<file path="src/logic/ccl_pkg.sv">
package ccl_pkg;

  // ----------------------------------------------------------------
  // Address counter layout
  // ----------------------------------------------------------------
  localparam int CNT_W = 21;
  localparam int CHIP_ADDR_W = 18;
  localparam int BANK_LSB = 18;
  localparam int BANK_W = 3;
  localparam int NUM_BANKS = 8;
  localparam logic [2:0] FIRST_BANK = 3'h1;
  localparam logic [20:0] CNT_RESET = 21'h000000;

  // ----------------------------------------------------------------
  // Image geometry
  // ----------------------------------------------------------------
  localparam int IMG_ROWS = 1024;
  localparam int IMG_COLS = 1280;
  localparam int IMG_BANKS = 5;

  // ----------------------------------------------------------------
  // Strobe timing, in nanoseconds
  // ----------------------------------------------------------------
  localparam int CLK_PERIOD_NS = 8;
  localparam int MCLK_PERIOD_NS = 80;
  localparam int STAGE_DELAY_NS = 15;
  localparam int STAGES_FIRST = 1;
  localparam int STAGES_SECOND = 0;
  localparam int STROBE_LOW_MIN_NS = 50;
  localparam int STROBE_HIGH_NS = 23;
  localparam int STEP_DELAY_NS = 36;
  localparam int ADDR_VALID_NS = 70;
  localparam int ADDR_MARGIN_NS = 10;

  // Strobe goes low after one stage delay, rounded up to clock cycles.
  localparam int STROBE_FALL_CYC = (STAGES_FIRST * STAGE_DELAY_NS + CLK_PERIOD_NS - 1) / CLK_PERIOD_NS;
  // Strobe low time, least time rounded up.
  localparam int STROBE_LOW_CYC = (STROBE_LOW_MIN_NS + CLK_PERIOD_NS - 1) / CLK_PERIOD_NS;
  // Step pulse delay and address margin, rounded down; the margin at least one.
  localparam int STEP_DELAY_CYC = STEP_DELAY_NS / CLK_PERIOD_NS;
  localparam int MARGIN_CYC = (ADDR_MARGIN_NS / CLK_PERIOD_NS) < 1 ? 1 : ADDR_MARGIN_NS / CLK_PERIOD_NS;
  localparam int TIMER_W = 5;

  // ----------------------------------------------------------------
  // Strobe sequencer states
  // ----------------------------------------------------------------
  typedef enum logic [3:0] {
    ST_IDLE = 4'b0001,
    ST_WAIT = 4'b0010,
    ST_LOW  = 4'b0100,
    ST_GAP  = 4'b1000
  } ccl_state_t;

endpackage : ccl_pkg

</file>
<file path="src/logic/ccl_addr_if.sv">
interface ccl_addr_if;
  import ccl_pkg::*;
  logic step;
  logic clear;
  logic [CNT_W-1:0] count;
  logic done;
  modport ctrl (output step, output clear, input count, input done);
  modport cnt (input step, input clear, output count, output done);
endinterface : ccl_addr_if

</file>
<file path="src/logic/ccl_addr_counter.sv">
module ccl_addr_counter
  import ccl_pkg::*;
(
  input wire logic clock_i,
  input wire logic rst_b_i,
  ccl_addr_if.cnt bus
);
  // A new capture starts at the first address of the one bank that the done decode leaves open.
  localparam logic [CNT_W-1:0] CNT_START = {FIRST_BANK, CHIP_ADDR_W'(0)};

  logic [CNT_W-1:0] count_r;
  logic [CNT_W-1:0] count_nxt;

  // Clear has priority; otherwise one advance per step pulse.
  assign count_nxt = bus.clear ? CNT_START : (bus.step ? count_r + 21'h000001 : count_r);
  assign bus.count = count_r;
  // Done when leaving the first bank: any bank code other than 1.
  assign bus.done = count_r[BANK_LSB+2] | count_r[BANK_LSB+1] | ~count_r[BANK_LSB];

  always_ff @(posedge clock_i) begin
    if (!rst_b_i) begin
      count_r <= CNT_RESET;
    end else begin
      count_r <= count_nxt;
    end
  end

  a_count_step: assert property (@(posedge clock_i) disable iff (!rst_b_i)
    bus.step && !bus.clear |=> count_r == $past(count_r) + 21'h000001)
    else $error("address counter did not advance");
  a_count_clear: assert property (@(posedge clock_i) disable iff (!rst_b_i)
    bus.clear |=> count_r == CNT_START)
    else $error("address counter not cleared");
endmodule : ccl_addr_counter

</file>
<file path="src/logic/ccl_capture.sv">
// Summary of operation
// Write strobe low at least 50 ns per pixel period, high part short.
// Strobe fall delayed by one stage in first block, none in second.
// Address step pulse about 36 ns after pixel edge, address valid near 70 ns. Here the step comes 11 cycles after the detected edge.
// Write strobe returns high before the address changes, with margin.
// A 21-bit address counter advances once per step pulse.
// Low 18 bits address the chip; bits 18 to 20 select one RAM bank.
// Image fills five banks; capture completes on entering the sixth. The done decode here ends capture on leaving bank 1.
// Done is bit 20 or bit 19 or not bit 18.
// Done forces the write strobe high and raises the host wake line.
// Host keeps data and address buses released during capture.
// Host gives the wake interrupt level 0, used only to leave idle.
// Host runs its clock near 12.5 MHz while the camera is active.
// Strobe built from pixel sync, host write, integration sync and row gap.
// Camera strobe ANDed with host strobe; both high means read.
// Pulses suppressed in row gap and until integration sync re-arms.
// Counter cleared to zero at the start of each capture. The counter loads the first address of bank 1 instead.
module ccl_capture
  import ccl_pkg::*;
#(
  parameter int ADDR_W = CNT_W
) (
  input wire logic clock_i,
  input wire logic rst_b_i,
  input wire logic pixel_clk_i,
  input wire logic integ_sync_i,
  input wire logic row_gap_pulse_i,
  input wire logic host_wr_b_i,
  input wire logic host_cs_b_i,
  input wire logic upper_byte_select_i,
  input wire logic host_a0_i,
  output logic ram_wr_b_o,
  output logic [CHIP_ADDR_W-1:0] ram_addr_o,
  output logic [NUM_BANKS-1:0] bank_sel_b_o,
  output logic ram_ub_b_o,
  output logic ram_lb_b_o,
  output logic host_wake_irq_in_o,
  output logic capture_active_o
);

  // ----------------------------------------------------------------
  // Parameter checks
  // ----------------------------------------------------------------
  // The counter interface is fixed at the package width, so no other width can be served.
  if (ADDR_W != CNT_W) begin : g_bad_addr_w
    $error("ccl_capture: ADDR_W must equal the counter width");
  end
  // The sequencer timer must hold the longest phase count.
  if (STROBE_LOW_CYC + MARGIN_CYC >= (1 << TIMER_W)) begin : g_bad_timer
    $error("ccl_capture: strobe timer too narrow");
  end
  // Every bank code needs a select line of its own.
  if (NUM_BANKS != (1 << BANK_W)) begin : g_bad_banks
    $error("ccl_capture: bank count does not match bank code width");
  end

  // ----------------------------------------------------------------
  // Input synchronisers
  // ----------------------------------------------------------------
  logic [6:0] raw_in;
  logic [6:0] syn_in;
  // Host byte controls come from the host's clock, so they are synchronised as well.
  assign raw_in = {pixel_clk_i, integ_sync_i, row_gap_pulse_i, host_wr_b_i, host_cs_b_i,
                   upper_byte_select_i, host_a0_i};

  ccl_sync #(.W(7)) u_sync (
    .clock_i(clock_i),
    .rst_b_i(rst_b_i),
    .d_i(raw_in),
    .q_o(syn_in)
  );

  logic pix_s;
  logic integ_s;
  logic gap_s;
  logic host_wr_b_s;
  logic host_cs_b_s;
  logic host_ub_s;
  logic host_a0_s;
  assign {pix_s, integ_s, gap_s, host_wr_b_s, host_cs_b_s, host_ub_s, host_a0_s} = syn_in;

  // ----------------------------------------------------------------
  // Edge detection
  // ----------------------------------------------------------------
  // Edge registers reset to the idle low level of both pins, so no false edge follows reset.
  logic pix_d_r;
  logic integ_d_r;
  logic pix_rise;
  logic integ_rise;
  assign pix_rise = pix_s & ~pix_d_r;
  assign integ_rise = integ_s & ~integ_d_r;

  always_ff @(posedge clock_i) begin
    if (!rst_b_i) begin
      pix_d_r <= 1'b0;
      integ_d_r <= 1'b0;
    end else begin
      pix_d_r <= pix_s;
      integ_d_r <= integ_s;
    end
  end

  // ----------------------------------------------------------------
  // Address counter
  // ----------------------------------------------------------------
  ccl_addr_if addr_bus ();

  ccl_addr_counter u_cnt (
    .clock_i(clock_i),
    .rst_b_i(rst_b_i),
    .bus(addr_bus)
  );

  // ----------------------------------------------------------------
  // Capture enable
  // ----------------------------------------------------------------
  // The integration sync re-arms the enable and starts a new image at bank one.
  logic armed_r;
  logic armed_nxt;
  logic done_w;
  assign done_w = addr_bus.done & armed_r;
  assign armed_nxt = integ_rise ? 1'b1 : armed_r;

  always_ff @(posedge clock_i) begin
    if (!rst_b_i) begin
      armed_r <= 1'b0;
    end else begin
      armed_r <= armed_nxt;
    end
  end

  // The counter is preset to the first address of bank one on re-arm.
  logic start_clear;
  assign start_clear = integ_rise;

  // ----------------------------------------------------------------
  // Strobe sequencer
  // ----------------------------------------------------------------
  ccl_state_t state_r;
  ccl_state_t state_nxt;
  logic [TIMER_W-1:0] timer_r;
  logic [TIMER_W-1:0] timer_nxt;
  logic [TIMER_W-1:0] step_at;
  logic pulse_ok;
  logic seq_step;

  // A pulse is allowed only with valid pixel data, outside the row gap and before done.
  assign pulse_ok = armed_r & ~gap_s & ~addr_bus.done;
  // Step comes after the strobe has risen, keeping the address steady while writing.
  assign step_at = TIMER_W'(STROBE_LOW_CYC + MARGIN_CYC);

  // One sequence is two cycles of fall delay, seven low and two before the step.
  always_comb begin
    state_nxt = state_r;
    timer_nxt = timer_r + 5'h01;
    unique case (state_r)
      ST_IDLE: begin
        timer_nxt = '0;
        if (pix_rise && pulse_ok) begin
          state_nxt = ST_WAIT;
        end
      end
      ST_WAIT: begin
        if (timer_r == TIMER_W'(STROBE_FALL_CYC - 1)) begin
          state_nxt = ST_LOW;
          timer_nxt = '0;
        end
      end
      ST_LOW: begin
        if (timer_r == TIMER_W'(STROBE_LOW_CYC - 1)) begin
          state_nxt = ST_GAP;
          timer_nxt = '0;
        end
      end
      ST_GAP: begin
        if (timer_r == step_at - TIMER_W'(STROBE_LOW_CYC)) begin
          state_nxt = ST_IDLE;
          timer_nxt = '0;
        end
      end
      default: begin
        state_nxt = ST_IDLE;
        timer_nxt = '0;
      end
    endcase
  end

  assign seq_step = (state_r == ST_GAP) && (state_nxt == ST_IDLE);
  assign addr_bus.step = seq_step;
  assign addr_bus.clear = start_clear;

  always_ff @(posedge clock_i) begin
    if (!rst_b_i) begin
      state_r <= ST_IDLE;
      timer_r <= '0;
    end else begin
      state_r <= state_nxt;
      timer_r <= timer_nxt;
    end
  end

  // ----------------------------------------------------------------
  // Outputs
  // ----------------------------------------------------------------
  logic cam_wr_b;
  logic wr_b_nxt;
  logic [NUM_BANKS-1:0] bank_nxt;
  logic [BANK_W-1:0] bank_code;

  assign cam_wr_b = ~((state_r == ST_LOW) & ~addr_bus.done);
  assign wr_b_nxt = cam_wr_b & host_wr_b_s;
  assign bank_code = addr_bus.count[BANK_LSB +: BANK_W];

  // Bank select follows the counter during capture, otherwise bank 0 follows the host select and the rest stay high.
  genvar g;
  generate
    for (g = 0; g < NUM_BANKS; g++) begin : g_bank
      assign bank_nxt[g] = armed_r ? ~(bank_code == BANK_W'(g)) : (host_cs_b_s | (g != 0));
    end
  endgenerate

  always_ff @(posedge clock_i) begin
    if (!rst_b_i) begin
      ram_wr_b_o <= 1'b1;
      ram_addr_o <= '0;
      bank_sel_b_o <= '1;
      ram_ub_b_o <= 1'b1;
      ram_lb_b_o <= 1'b1;
      host_wake_irq_in_o <= 1'b0;
      capture_active_o <= 1'b0;
    end else begin
      ram_wr_b_o <= wr_b_nxt;
      ram_addr_o <= addr_bus.count[CHIP_ADDR_W-1:0];
      bank_sel_b_o <= bank_nxt;
      // Each camera word fills both bytes, so both byte enables stay low during capture.
      ram_ub_b_o <= armed_r ? 1'b0 : host_ub_s;
      ram_lb_b_o <= armed_r ? 1'b0 : host_a0_s;
      host_wake_irq_in_o <= done_w;
      capture_active_o <= armed_r & ~addr_bus.done;
    end
  end

  // ----------------------------------------------------------------
  // Checks
  // ----------------------------------------------------------------
  a_strobe_low_len: assert property (@(posedge clock_i) disable iff (!rst_b_i)
    $rose(state_r == ST_LOW) |-> (state_r == ST_LOW)[*7])
    else $error("camera strobe low phase too short");
  a_fall_delay: assert property (@(posedge clock_i) disable iff (!rst_b_i)
    state_r == ST_IDLE && state_nxt == ST_WAIT |=> ##2 state_r == ST_LOW)
    else $error("strobe fall delay wrong");
  a_step_after_rise: assert property (@(posedge clock_i) disable iff (!rst_b_i)
    seq_step |-> state_r == ST_GAP && $past(state_r) == ST_GAP)
    else $error("address step while strobe low");
  a_step_spacing: assert property (@(posedge clock_i) disable iff (!rst_b_i)
    $fell(state_r == ST_LOW) |-> ##[1:3] seq_step)
    else $error("address step not issued in time");
  a_done_holds_wr: assert property (@(posedge clock_i) disable iff (!rst_b_i)
    addr_bus.done && host_wr_b_s |=> ram_wr_b_o)
    else $error("write strobe low after done");
  a_done_wake: assert property (@(posedge clock_i) disable iff (!rst_b_i)
    done_w |=> host_wake_irq_in_o)
    else $error("wake line not raised on done");
  a_host_and: assert property (@(posedge clock_i) disable iff (!rst_b_i)
    !host_wr_b_s |=> !ram_wr_b_o)
    else $error("host write strobe not passed");
  a_gap_block: assert property (@(posedge clock_i) disable iff (!rst_b_i)
    state_r == ST_IDLE && (gap_s || !armed_r) |=> state_r == ST_IDLE)
    else $error("strobe started in row gap or unarmed");
  a_bank_decode: assert property (@(posedge clock_i) disable iff (!rst_b_i)
    armed_r |=> !bank_sel_b_o[$past(bank_code)])
    else $error("bank select decode wrong");
  a_done_eq: assert property (@(posedge clock_i) disable iff (!rst_b_i)
    addr_bus.done == (bank_code != FIRST_BANK))
    else $error("done equation wrong");
  a_clear_start: assert property (@(posedge clock_i) disable iff (!rst_b_i)
    integ_rise |=> addr_bus.count == {FIRST_BANK, CHIP_ADDR_W'(0)})
    else $error("counter not cleared at capture start");
  a_step_once: assert property (@(posedge clock_i) disable iff (!rst_b_i)
    seq_step |=> !seq_step)
    else $error("address stepped twice for one pixel");
  a_done_idle: assert property (@(posedge clock_i) disable iff (!rst_b_i)
    addr_bus.done && state_r == ST_IDLE |=> state_r == ST_IDLE)
    else $error("strobe sequence started after done");
  a_wake_armed: assert property (@(posedge clock_i) disable iff (!rst_b_i)
    host_wake_irq_in_o |-> $past(armed_r))
    else $error("wake raised without a capture");
  a_strobe_src: assert property (@(posedge clock_i) disable iff (!rst_b_i)
    $fell(ram_wr_b_o) |-> $past(state_r == ST_LOW) || !$past(host_wr_b_s))
    else $error("write strobe fell with no source");
  a_no_wr_unarmed: assert property (@(posedge clock_i) disable iff (!rst_b_i)
    !armed_r && host_wr_b_s |=> ram_wr_b_o)
    else $error("camera strobe before re-arm");
  a_addr_steady: assert property (@(posedge clock_i) disable iff (!rst_b_i)
    state_r == ST_LOW && !addr_bus.clear |=> $stable(addr_bus.count))
    else $error("address changed while strobe low");

  c_pixel_write: cover property (@(posedge clock_i) disable iff (!rst_b_i) seq_step);
  c_done: cover property (@(posedge clock_i) disable iff (!rst_b_i) $rose(host_wake_irq_in_o));
  c_gap_skip: cover property (@(posedge clock_i) disable iff (!rst_b_i) pix_rise && gap_s && armed_r);
  c_host_write: cover property (@(posedge clock_i) disable iff (!rst_b_i) !ram_wr_b_o && !armed_r);
  c_capture_start: cover property (@(posedge clock_i) disable iff (!rst_b_i) $rose(capture_active_o));

endmodule : ccl_capture

</file>
<file path="src/logic/ccl_sync.sv">
module ccl_sync #(
  parameter int W = 1
) (
  input wire logic clock_i,
  input wire logic rst_b_i,
  input wire logic [W-1:0] d_i,
  output logic [W-1:0] q_o
);
  logic [W-1:0] meta_r;

  always_ff @(posedge clock_i) begin
    if (!rst_b_i) begin
      meta_r <= '0;
      q_o <= '0;
    end else begin
      meta_r <= d_i;
      q_o <= meta_r;
    end
  end
endmodule : ccl_sync

</file>
<file path="config.mk">
export PLATFORM = sky130hd
export DESIGN_NAME = ccl_capture
export DESIGN_NICKNAME = d
export VERILOG_FILES = /design/src/logic/ccl_pkg.sv /design/src/logic/ccl_addr_if.sv /design/src/logic/ccl_addr_counter.sv /design/src/logic/ccl_capture.sv /design/src/logic/ccl_sync.sv
export SDC_FILE = /design/constraint.sdc
export NUM_CORES = 1
export LEC_CHECK = 0
export BUFFER_PORTS_ARGS = -buffer_cell sky130_fd_sc_hd__buf_4
export CAP_MARGIN = 30
export CORE_ASPECT_RATIO = 1.2
export CORE_UTILIZATION = 56
export DETAILED_ROUTE_END_ITERATION = 7
export PLACE_DENSITY = 0.82
export SLEW_MARGIN = 40
export SYNTH_ARGS = -nofsm -noshare
export SYNTH_HDL_FRONTEND = slang
export SYNTH_SLANG_ARGS = --single-unit
</file>
<file path="constraint.sdc">
create_clock -name clock_i -period 2.5 [get_ports clock_i]
set_clock_uncertainty 0.2 [all_clocks]
set_input_delay 0.375 -clock clock_i [delete_from_list [all_inputs] [get_ports clock_i]]
set_output_delay 0.375 -clock clock_i [all_outputs]
set_load 0.01 [all_outputs]
</file>
==> results.py, run 1 <==
metrics = {
    "run_status": {
        "status": "finished, final reports clean",
    },
    "place": {
        "io_buffers": 39,
        "place.gp.congestion": 0.8341,
        "hpwl_um": 3475,
    },
    "final_layout": {
        "multi_input_area_mm2": 0.001202,
        "nets": 342,
        "area_delta_synth_final_pct": 19.20,
        "fill_cells": 373,
        "final_util_pct": 69.35,
        "diodes": 0,
        "register_area_mm2": 0.001562,
        "drive_above_1_share_pct": 21.26,
    },
    "yosys": {
        "synth_edf_count": 0,
        "yosysSeqAreaShare_pct": 54.33,
        "synthTopCellsByArea": "dfxtp_1 54%, and2_1 7.2%, a21oi_1 3.0%",
        "syn_avg_cell_area_um2": 9.945,
        "syn-cell-area_mm2": 0.002874,
        "syn-instance-count": 289,
        "syn_nets": 302,
        "async_flop_share_pct": 0,
        "ys_warn_count": 0,
        "yosys.area.top_type": "dfxtp_1",
        "ys_dominant_reg_cell": "dfxtp_1",
        "synth-seq-cells": 78,
        "synth_top_area_share_pct": 54.33,
        "synth_cell_types": 45,
    },
    "clock_network": {
        "path_clk_slew_ns": 0.07,
        "cts_resized": 0,
        "clk_latency_ns": 0.34,
        "clock-root-buffer": "clkbuf_8",
        "clockBufferDepth": 2,
        "cts-htree-levels": 3,
        "cts.sinks": 78,
        "cts_made_buffers": 9,
        "holdBufCountCts": 0,
        "post_cts_buffers": 0,
        "cts_tree": "built",
    },
    "min_path": {
        "hold_class": "in -> reg",
        "holdPathEnd": "u_sync.meta_r[0]",
        "holdPathStages": 2,
        "hp-start": "host_a0_i",
    },
    "grt": {
        "grt_use_total_pct": 22.93,
        "grt_pass1_wl_um": 8997,
        "grt_max_degree": 39,
        "overflow": 0,
        "antenna_found_initial": 0,
        "first_global_vias": 2072,
    },
    "power": {
        "seq_power_share_pct": 53.2,
        "clkPwrFrac_pct": 44.3,
        "sw_frac_of_total_pct": 18.98,
        "p_int_w": 0.001929,
        "power_leakage_nw": 1.339,
        "share_comb_of_total_power_pct": 2.4,
        "peakVddDrop_v": 0.0004616,
        "p_switching_w": 0.0004518,
        "power_density_mw_per_mm2": 694.9,
    },
    "drt": {
        "wirelength_um": 5327,
        "dr_total_vias": 2176,
        "wl_per_cell_um": 13.52,
        "final_antenna_net_count": 0,
        "top_layer": "met4",
        "wl_met1_um": 2306,
        "drt_drc_violations_left": 0,
        "first_pass_iters": 4,
        "wl_met2_um": 2636,
        "drt_iter0_drc": 130,
        "routed_via_density": 5.523,
        "wl_met3_um": 238,
    },
    "worst_setup_path": {
        "cp-start-kind": "register",
        "r2r_slack_ns": 0.23,
        "r2r_end": "u_cnt.bus.count[19]",
        "crit_chain": "nor4b_4 -> nand4_4 -> or4_1 -> a21oi_1",
        "worst_r2r_path_depth": 4,
        "worstPathRequired_ns": 2.56,
        "arrival_ns": 2.32,
        "r2r_start": "state_r[3]",
        "slowest_stage": "or4_1",
        "critical_path_class": "reg -> reg",
        "crit_fanout": 9,
        "max_stage_delay_ns": 0.53,
        "crit_path_end_kind": "register",
    },
    "sta": {
        "tightest_slew_ns": 0.7260,
        "fin_crit_ns": 2.265,
        "setup-tns-final_ns": 0,
        "maxSlewViolCount": 0,
        "rsz0062_at_grt": "no",
        "finalHoldViolCount": 0,
        "max_slew_margin_pct": 51.48,
        "fin_crit_sh_pct": 90.60,
        "setup_viol": 0,
        "max_freq_mhz": 441.5,
    },
    "floorplan": {
        "ios": 40,
        "initial_core_util_pct": 58.18,
        "dieArea_mm2": 0.005424,
        "die_h_um": 80.48,
        "die_w_um": 67.40,
        "placementRows": 28,
        "core_area_mm2": 0.004940,
    },
    "job": {
        "maxCapViolations": 0,
    },
}
[layout by cell type, fill, tap and decap left out, types with 2 or more instances in the layout]
cell type / count
a211oi_1: 6
a21o_1: 3
a21oi_1: 17
a31oi_1: 3
and2_1: 33
and4_1: 3
buf_4: 41
bufinv_16: 2
clkbuf_8: 12
dfxtp_1: 78
ha_1: 4
inv_1: 12
nand2_1: 17
nand3_1: 14
nand4_1: 5
nand4_2: 2
nor2_1: 17
nor2b_1: 2
nor4_1: 2
o21ai_0: 12
o31ai_1: 5
or3_1: 6
or3_2: 4
or4_1: 5
xnor2_1: 2
xor2_1: 7
[cells by family (layout without fill, tap and decap cells)]
| family | count (synthesis) | count (layout) | share of synthesized area, % |
|---|---|---|---|
| compound gates | 51 | 51 | 10.93 |
| buf+inv | 24 | 69 | 3.831 |
| simple gates | 123 | 123 | 26.43 |
| flops | 78 | 78 | 54.33 |
| fa+ha+maj | 4 | 4 | 1.741 |
| xor+xnor | 9 | 9 | 2.743 |
[critical path: cells and delay by family, from the launching register on]
kind | cells | cell delay, ns
AND/OR/NAND/NOR | 3 | 1.31
flip-flops | 1 | 0.50
AO/OA/AOI/OAI | 1 | 0.16
[worst max path at each step]
stage,startpoint,end,slack (ns),cells past startpoint
final,state_r[3],u_cnt.bus.count[19],0.23,4
after CTS,state_r[3],u_cnt.bus.count[19],0.26,4
after detailed placement,state_r[3],u_cnt.bus.count[19],0.29,4
after floorplan,timer_r[0],u_cnt.bus.count[15],0.45,6
after global routing,state_r[3],u_cnt.bus.count[19],0.08,4
after global placement,state_r[1],u_cnt.bus.count[15],0.33,4
[cell type report]
type	instances	share of cell area, %
sequential	78	45.58
multi-input combinational	187	35.10
timing repair buffer	41	8.985
clock buffer	13	4.931
tap	60	2.191
clock inverter	3	1.899
inverter	12	1.315
[per-stage QoR]
step / hold slack (ns) / worst slack, ns / total power, W / instance area [um2] / std cells
final: 0.03845 / 0.2349 / 0.002381 / 3426 / 394
after global routing: 0.02510 / 0.07519 / 0.002460 / 3426 / 394
after CTS: 0.01688 / 0.2550 / 0.002409 / 3426 / 394
after detailed placement: 0.2196 / 0.2886 / 0.001354 / 3192 / 378
after global placement: 0.2141 / 0.3284 / 0.001352 / 3192 / 378
after floorplan: 0.2078 / 0.4548 / 0.001327 / 2874 / 289
[flip-flops by register name (all words and copies together) (netlist names)]
name	count
timer_r	5
ram_lb_b_o	1
state_r	4
armed_r	1
ram_addr_o	18
ram_wr_b_o	1
capture_active_o	1
bank_sel_b_o	8
u_sync.meta_r	7
ram_ub_b_o	1
pix_d_r	1
u_cnt.bus.count	21
u_sync.q_o	7
host_wake_irq_in_o	1
integ_d_r	1
[power by group through the flow]
| stage | clock network (W) | logic (W) | registers [W] |
|---|---|---|---|
| final | 0.00106 | 0.0000583 | 0.00127 |
| after global routing | 0.00113 | 0.0000642 | 0.00127 |
| after CTS | 0.00108 | 0.0000589 | 0.00127 |
| after detailed placement | 0 | 0.0000576 | 0.00130 |
| after global placement | 0 | 0.0000565 | 0.00130 |
| after floorplan | 0 | 0.0000306 | 0.00130 |
[layer usage]
metal / GRT usage, % / vias up
met3: 6.534 / 11
li1: - / 1093
met1: 25.13 / 1008
met4: 15.11 / 0
met2: 37.70 / 64
met5: 0 / -
[synth_stat cells (2+ instances only)]
cell       n
dfxtp_1   78
o21ai_0   12
nor2_1    17
or4_1      5
xnor2_1    2
a31oi_1    3
a21oi_1   17
a21o_1     3
clkbuf_1   8
or3_2      4
inv_1     12
nor2b_1    2
nand4_2    2
a211oi_1   6
nor4_1     2
and2_1    33
ha_1       4
nand4_1    5
o31ai_1    5
and4_1     3
nand3_1   14
buf_6      2
nand2_1   17
or3_1      6
xor2_1     7
Power figures use the tool's default switching activity.
==> run 2: changes to the inputs <==
- CTS_CLUSTER_SIZE: unset -> 10
- MAX_ROUTING_LAYER: unset -> met4
- clock period: 2.5 -> 2.46 ns (I/O delays scaled with it)
==> run 2 against run 1 <==
Register-to-register slack worse by 0.07 ns; worst setup slack worse by 0.074 ns; critical path depth unchanged; hold slack worse by 0.017 ns; largest cell class unchanged; highest routed layer unchanged.
==> results.py, run 2 (synthesis results as in run 1) <==
metrics = {
    "run_status": {
        "status": "finished, final reports clean",
    },
    "worst_setup_path": {
        "worst_r2r_path_depth": 4,
        "r2r_slack_ns": 0.16,
        "arrival_ns": 2.36,
        "cp-start-kind": "register",
        "crit_path_end_kind": "register",
        "r2r_start": "state_r[3]",
        "crit_start": "state_r[3]",
        "critPathCapture": "u_cnt.bus.count[19]",
        "critical_path_class": "reg -> reg",
        "crit_fanout": 9,
        "r2r_end": "u_cnt.bus.count[19]",
        "worstPathRequired_ns": 2.52,
    },
    "final_layout": {
        "multi_input_area_mm2": 0.001202,
        "register_area_mm2": 0.001562,
        "layout_commonest_cell": "dfxtp_1",
        "nets": 342,
        "fill_cells": 385,
        "diodes": 0,
        "drive_above_1_share_pct": 20.48,
        "largest_reg_flops": 21,
        "area_delta_synth_final_pct": 17.63,
        "final_cell_mix": "78 x dfxtp_1, 41 x buf_4, 33 x and2_1",
    },
    "floorplan": {
        "core_area_mm2": 0.004940,
        "die_h_um": 80.48,
        "ios": 40,
        "initial_core_util_pct": 58.18,
        "dieArea_mm2": 0.005424,
        "placementRows": 28,
        "die_w_um": 67.40,
    },
    "place": {
        "pre_cts_slack_ns": 0.2128,
        "hpwl_um": 3509,
        "place.gp.congestion": 0.8470,
        "io_buffers": 39,
    },
    "clock_network": {
        "cts_made_buffers": 9,
        "cts-htree-levels": 3,
        "clk_latency_ns": 0.35,
        "post_cts_buffers": 0,
        "path_clk_slew_ns": 0.07,
        "cts_tree": "built",
        "clockBufferDepth": 2,
        "cts_resized": 0,
        "holdBufCountCts": 0,
        "clock-root-buffer": "clkbuf_8",
        "cts.sinks": 78,
    },
    "drt": {
        "drt_iter0_drc": 132,
        "wl_per_cell_um": 13.44,
        "drt_drc_violations_left": 0,
        "wirelength_um": 5270,
        "first_pass_iters": 4,
        "dr_total_vias": 2159,
        "routed_via_density": 5.508,
        "final_antenna_net_count": 0,
    },
    "sta": {
        "fin_crit_ns": 2.300,
        "max_slew_margin_pct": 51.89,
        "max_freq_mhz": 434.9,
        "setup_viol": 0,
        "setup-tns-final_ns": 0,
        "maxSlewViolCount": 0,
        "tightest_slew_ns": 0.7199,
        "finalHoldViolCount": 0,
        "fin_ws_ns": 0.1605,
        "fin_crit_sh_pct": 93.48,
        "rsz0062_at_grt": "no",
    },
    "grt": {
        "grt_pass1_wl_um": 8880,
        "grt_max_degree": 39,
        "first_global_vias": 1998,
        "overflow": 0,
        "grt_use_total_pct": 23.11,
        "antenna_found_initial": 0,
    },
    "power": {
        "power_leakage_nw": 1.315,
        "peakVddDrop_v": 0.0004128,
        "power_density_mw_per_mm2": 673.0,
    },
    "min_path": {
        "hold_class": "in -> reg",
    },
    "job": {
        "maxCapViolations": 0,
    },
}
==> run 2: changes by cell type in the layout (fill, tap and decap cells not counted) <==
cell,change
bufinv_16,-1
clkbuf_1,+1
clkbuf_8,-1
clkinv_2,-1
==> run 2: how the worst min path moves through the flow <==
stage                              from               end  slack [ns]  cells after the start
finish                      host_cs_b_i  u_sync.meta_r[2]        0.02                      2
detailed placement     u_sync.meta_r[4]     u_sync.q_o[4]        0.22                      1
global route        upper_byte_select_i  u_sync.meta_r[1]        0.02                      2
floorplan                 u_sync.q_o[0]        ram_lb_b_o        0.21                      1
CTS                         host_cs_b_i  u_sync.meta_r[2]        0.01                      2
global placement       u_sync.meta_r[1]     u_sync.q_o[1]        0.21                      1
==> run 2: worst max-delay path, stage by stage (launching register included) <==
cell and delay [ns]:
dfxtp_1 0.51, nor4b_4 0.53, nand4_4 0.27, or4_1 0.54
a21oi_1 0.17
==> run 2: routing by layer <==
metal / GRT usage, % / routed length (um)
met1: 25.82 / 2367
met2: 35.90 / 2466
met3: 6.534 / 226
met4: 14.26 / 208
met5: - / 0
==> run 2: metrics by stage <==
step	hold WS [ns]	std cells	total power [W]	util, %	instance area [um2]
global placement	0.2141	378	0.001374	64.62	3192
finish	0.02129	392	0.002275	68.44	3381
floorplan	0.2078	289	0.001349	-	2874
CTS	0.01003	392	0.002298	68.44	3381
global route	0.01775	392	0.002362	68.44	3381
detailed placement	0.2191	378	0.001376	64.62	3192
==> run 2: power by group <==
part,internal [W],switching (W)
sequential,0.00128,0.00000722
combinational,0.0000263,0.0000318
clock,0.000514,0.000415
total,0.00182,0.000454
==> run 2: area by class of cell <==
type                            count  area share (%)
Clock inverter                      1          0.8882
Clock buffer                       13           4.700
Timing Repair Buffer               41           9.104
Tap cell                           60           2.221
Sequential cell                    78           46.19
Inverter                           12           1.332
Multi-Input combinational cell    187           35.57
==> run 3: changes to the inputs <==
- clock period: 2.46 -> 2.6 ns (I/O delays scaled with it)
==> run 3 against run 2 <==
Core utilization grew 1.2 points; die area is the same; non-clock buffer count is the same; combinational power shrank 5.2%; register-to-register slack gained 0.20 ns; critical path type unchanged.
==> results.py, run 3 (synthesis results as in run 1) <==
metrics = {
    "worst_setup_path": {
        "arrival_ns": 2.30,
        "crit_fanout": 9,
        "worstPathRequired_ns": 2.66,
        "slowest_stage": "nor4b_4",
        "cp-start-kind": "register",
        "path_delay_family": "simple AND/OR/NAND/NOR gates",
        "max_stage_delay_ns": 0.53,
        "crit_path_end_kind": "register",
        "r2r_slack_ns": 0.36,
        "critical_path_class": "reg -> reg",
        "cp_num_buf_inv": 0,
        "crit_chain": "nor4b_4 -> nand4_1 -> or4_1 -> a21oi_1",
    },
    "clock_network": {
        "cts_tree": "built",
        "cts_resized": 0,
        "clock-root-buffer": "clkbuf_8",
        "path_clk_slew_ns": 0.08,
        "cts-htree-levels": 3,
        "holdBufCountCts": 0,
        "clockBufferDepth": 2,
        "cts.sinks": 78,
        "clk_latency_ns": 0.34,
        "cts_made_buffers": 9,
        "post_cts_buffers": 0,
    },
    "run_status": {
        "status": "finished, final reports clean",
    },
    "final_layout": {
        "final_cell_mix": "78 x dfxtp_1, 41 x buf_4, 33 x and2_1",
        "stdcell_count": 394,
        "layout_commonest_cell": "dfxtp_1",
        "nets": 342,
        "diodes": 0,
        "largest_reg_flops": 21,
        "area_delta_synth_final_pct": 19.68,
        "drive_above_1_share_pct": 21.26,
    },
    "floorplan": {
        "dieArea_mm2": 0.005424,
        "die_h_um": 80.48,
        "core_area_mm2": 0.004940,
        "placementRows": 28,
        "ios": 40,
        "initial_core_util_pct": 58.18,
        "die_w_um": 67.40,
    },
    "sta": {
        "rsz0062_at_grt": "no",
        "setup_viol": 0,
        "setup-tns-final_ns": 0,
        "fin_crit_sh_pct": 86.29,
        "fin_crit_ns": 2.244,
        "tightest_slew_ns": 0.6911,
        "maxSlewViolCount": 0,
        "max_slew_margin_pct": 53.82,
        "max_freq_mhz": 445.7,
        "finalHoldViolCount": 0,
    },
    "power": {
        "power_density_mw_per_mm2": 687.2,
        "power_leakage_nw": 1.339,
        "p_int_w": 0.001902,
        "seq_power_share_pct": 51.5,
        "peakVddDrop_v": 0.0006186,
        "p_switching_w": 0.0004616,
        "sw_frac_of_total_pct": 19.53,
        "share_comb_of_total_power_pct": 2.3,
        "clkPwrFrac_pct": 46.1,
    },
    "place": {
        "hpwl_um": 3564,
        "place.gp.congestion": 0.8544,
        "dp_cells": 378,
        "io_buffers": 39,
    },
    "min_path": {
        "hold_class": "in -> reg",
    },
    "grt": {
        "grt_use_total_pct": 22.87,
        "overflow": 0,
        "grt_pass1_wl_um": 8976,
        "grt_max_degree": 39,
        "antenna_found_initial": 0,
        "first_global_vias": 2039,
    },
    "drt": {
        "drt_drc_violations_left": 0,
        "drt_iter0_drc": 135,
        "final_antenna_net_count": 0,
        "wirelength_um": 5384,
        "wl_per_cell_um": 13.66,
        "first_pass_iters": 5,
        "routed_via_density": 5.472,
        "dr_total_vias": 2156,
    },
    "job": {
        "maxCapViolations": 0,
    },
}
==> run 3: final timing paths <==
path / start / endpoint / cells past startpoint
max: state_r[3] / u_cnt.bus.count[16] / 4
max reg2reg: state_r[3] / u_cnt.bus.count[16] / 4
min reg2reg: u_sync.meta_r[3] / u_sync.q_o[3] / 1
min: host_cs_b_i / u_sync.meta_r[2] / 2
==> run 3: metal layers <==
layer / wire length, um / up-vias / GRT usage [%]
li1: - / 1090 / -
met1: 2435 / 1001 / 26.81
met2: 2644 / 55 / 37.10
met3: 220 / 10 / 6.108
met4: 84 / 0 / 8.298
met5: 0 / - / -
==> run 3: final cells by class <==
type	count	area, um2
sequential	78	1562
fill	368	1500
multi-input combinational	187	1202
timing repair buffer	41	307.8
clock buffer	11	141.4
clock inverter	5	106.4
tap	60	75.07
inverter	12	45.04
==> run 3: through the flow <==
step / power [W] / area, um2 / hold slack (ns) / utilization [%] / setup WS, ns
after floorplan: 0.001276 / 2874 / 0.2078 / - / 0.5548
after global placement: 0.001300 / 3192 / 0.2136 / 64.62 / 0.4850
after detailed placement: 0.001302 / 3192 / 0.2196 / 64.62 / 0.4201
after CTS: 0.002376 / 3440 / 0.04240 / 69.63 / 0.3783
after global routing: 0.002442 / 3440 / 0.04475 / 69.63 / 0.1718
final: 0.002364 / 3440 / 0.05090 / 69.63 / 0.3565
==> run 3: power groups by stage <==
stage	sequential [W]	clock, W	combinational, W
finish	0.00122	0.00109	0.0000552
global route	0.00122	0.00116	0.0000602
CTS	0.00122	0.00110	0.0000559
detailed placement	0.00125	0	0.0000555
global placement	0.00125	0	0.0000543
floorplan	0.00125	0	0.0000294
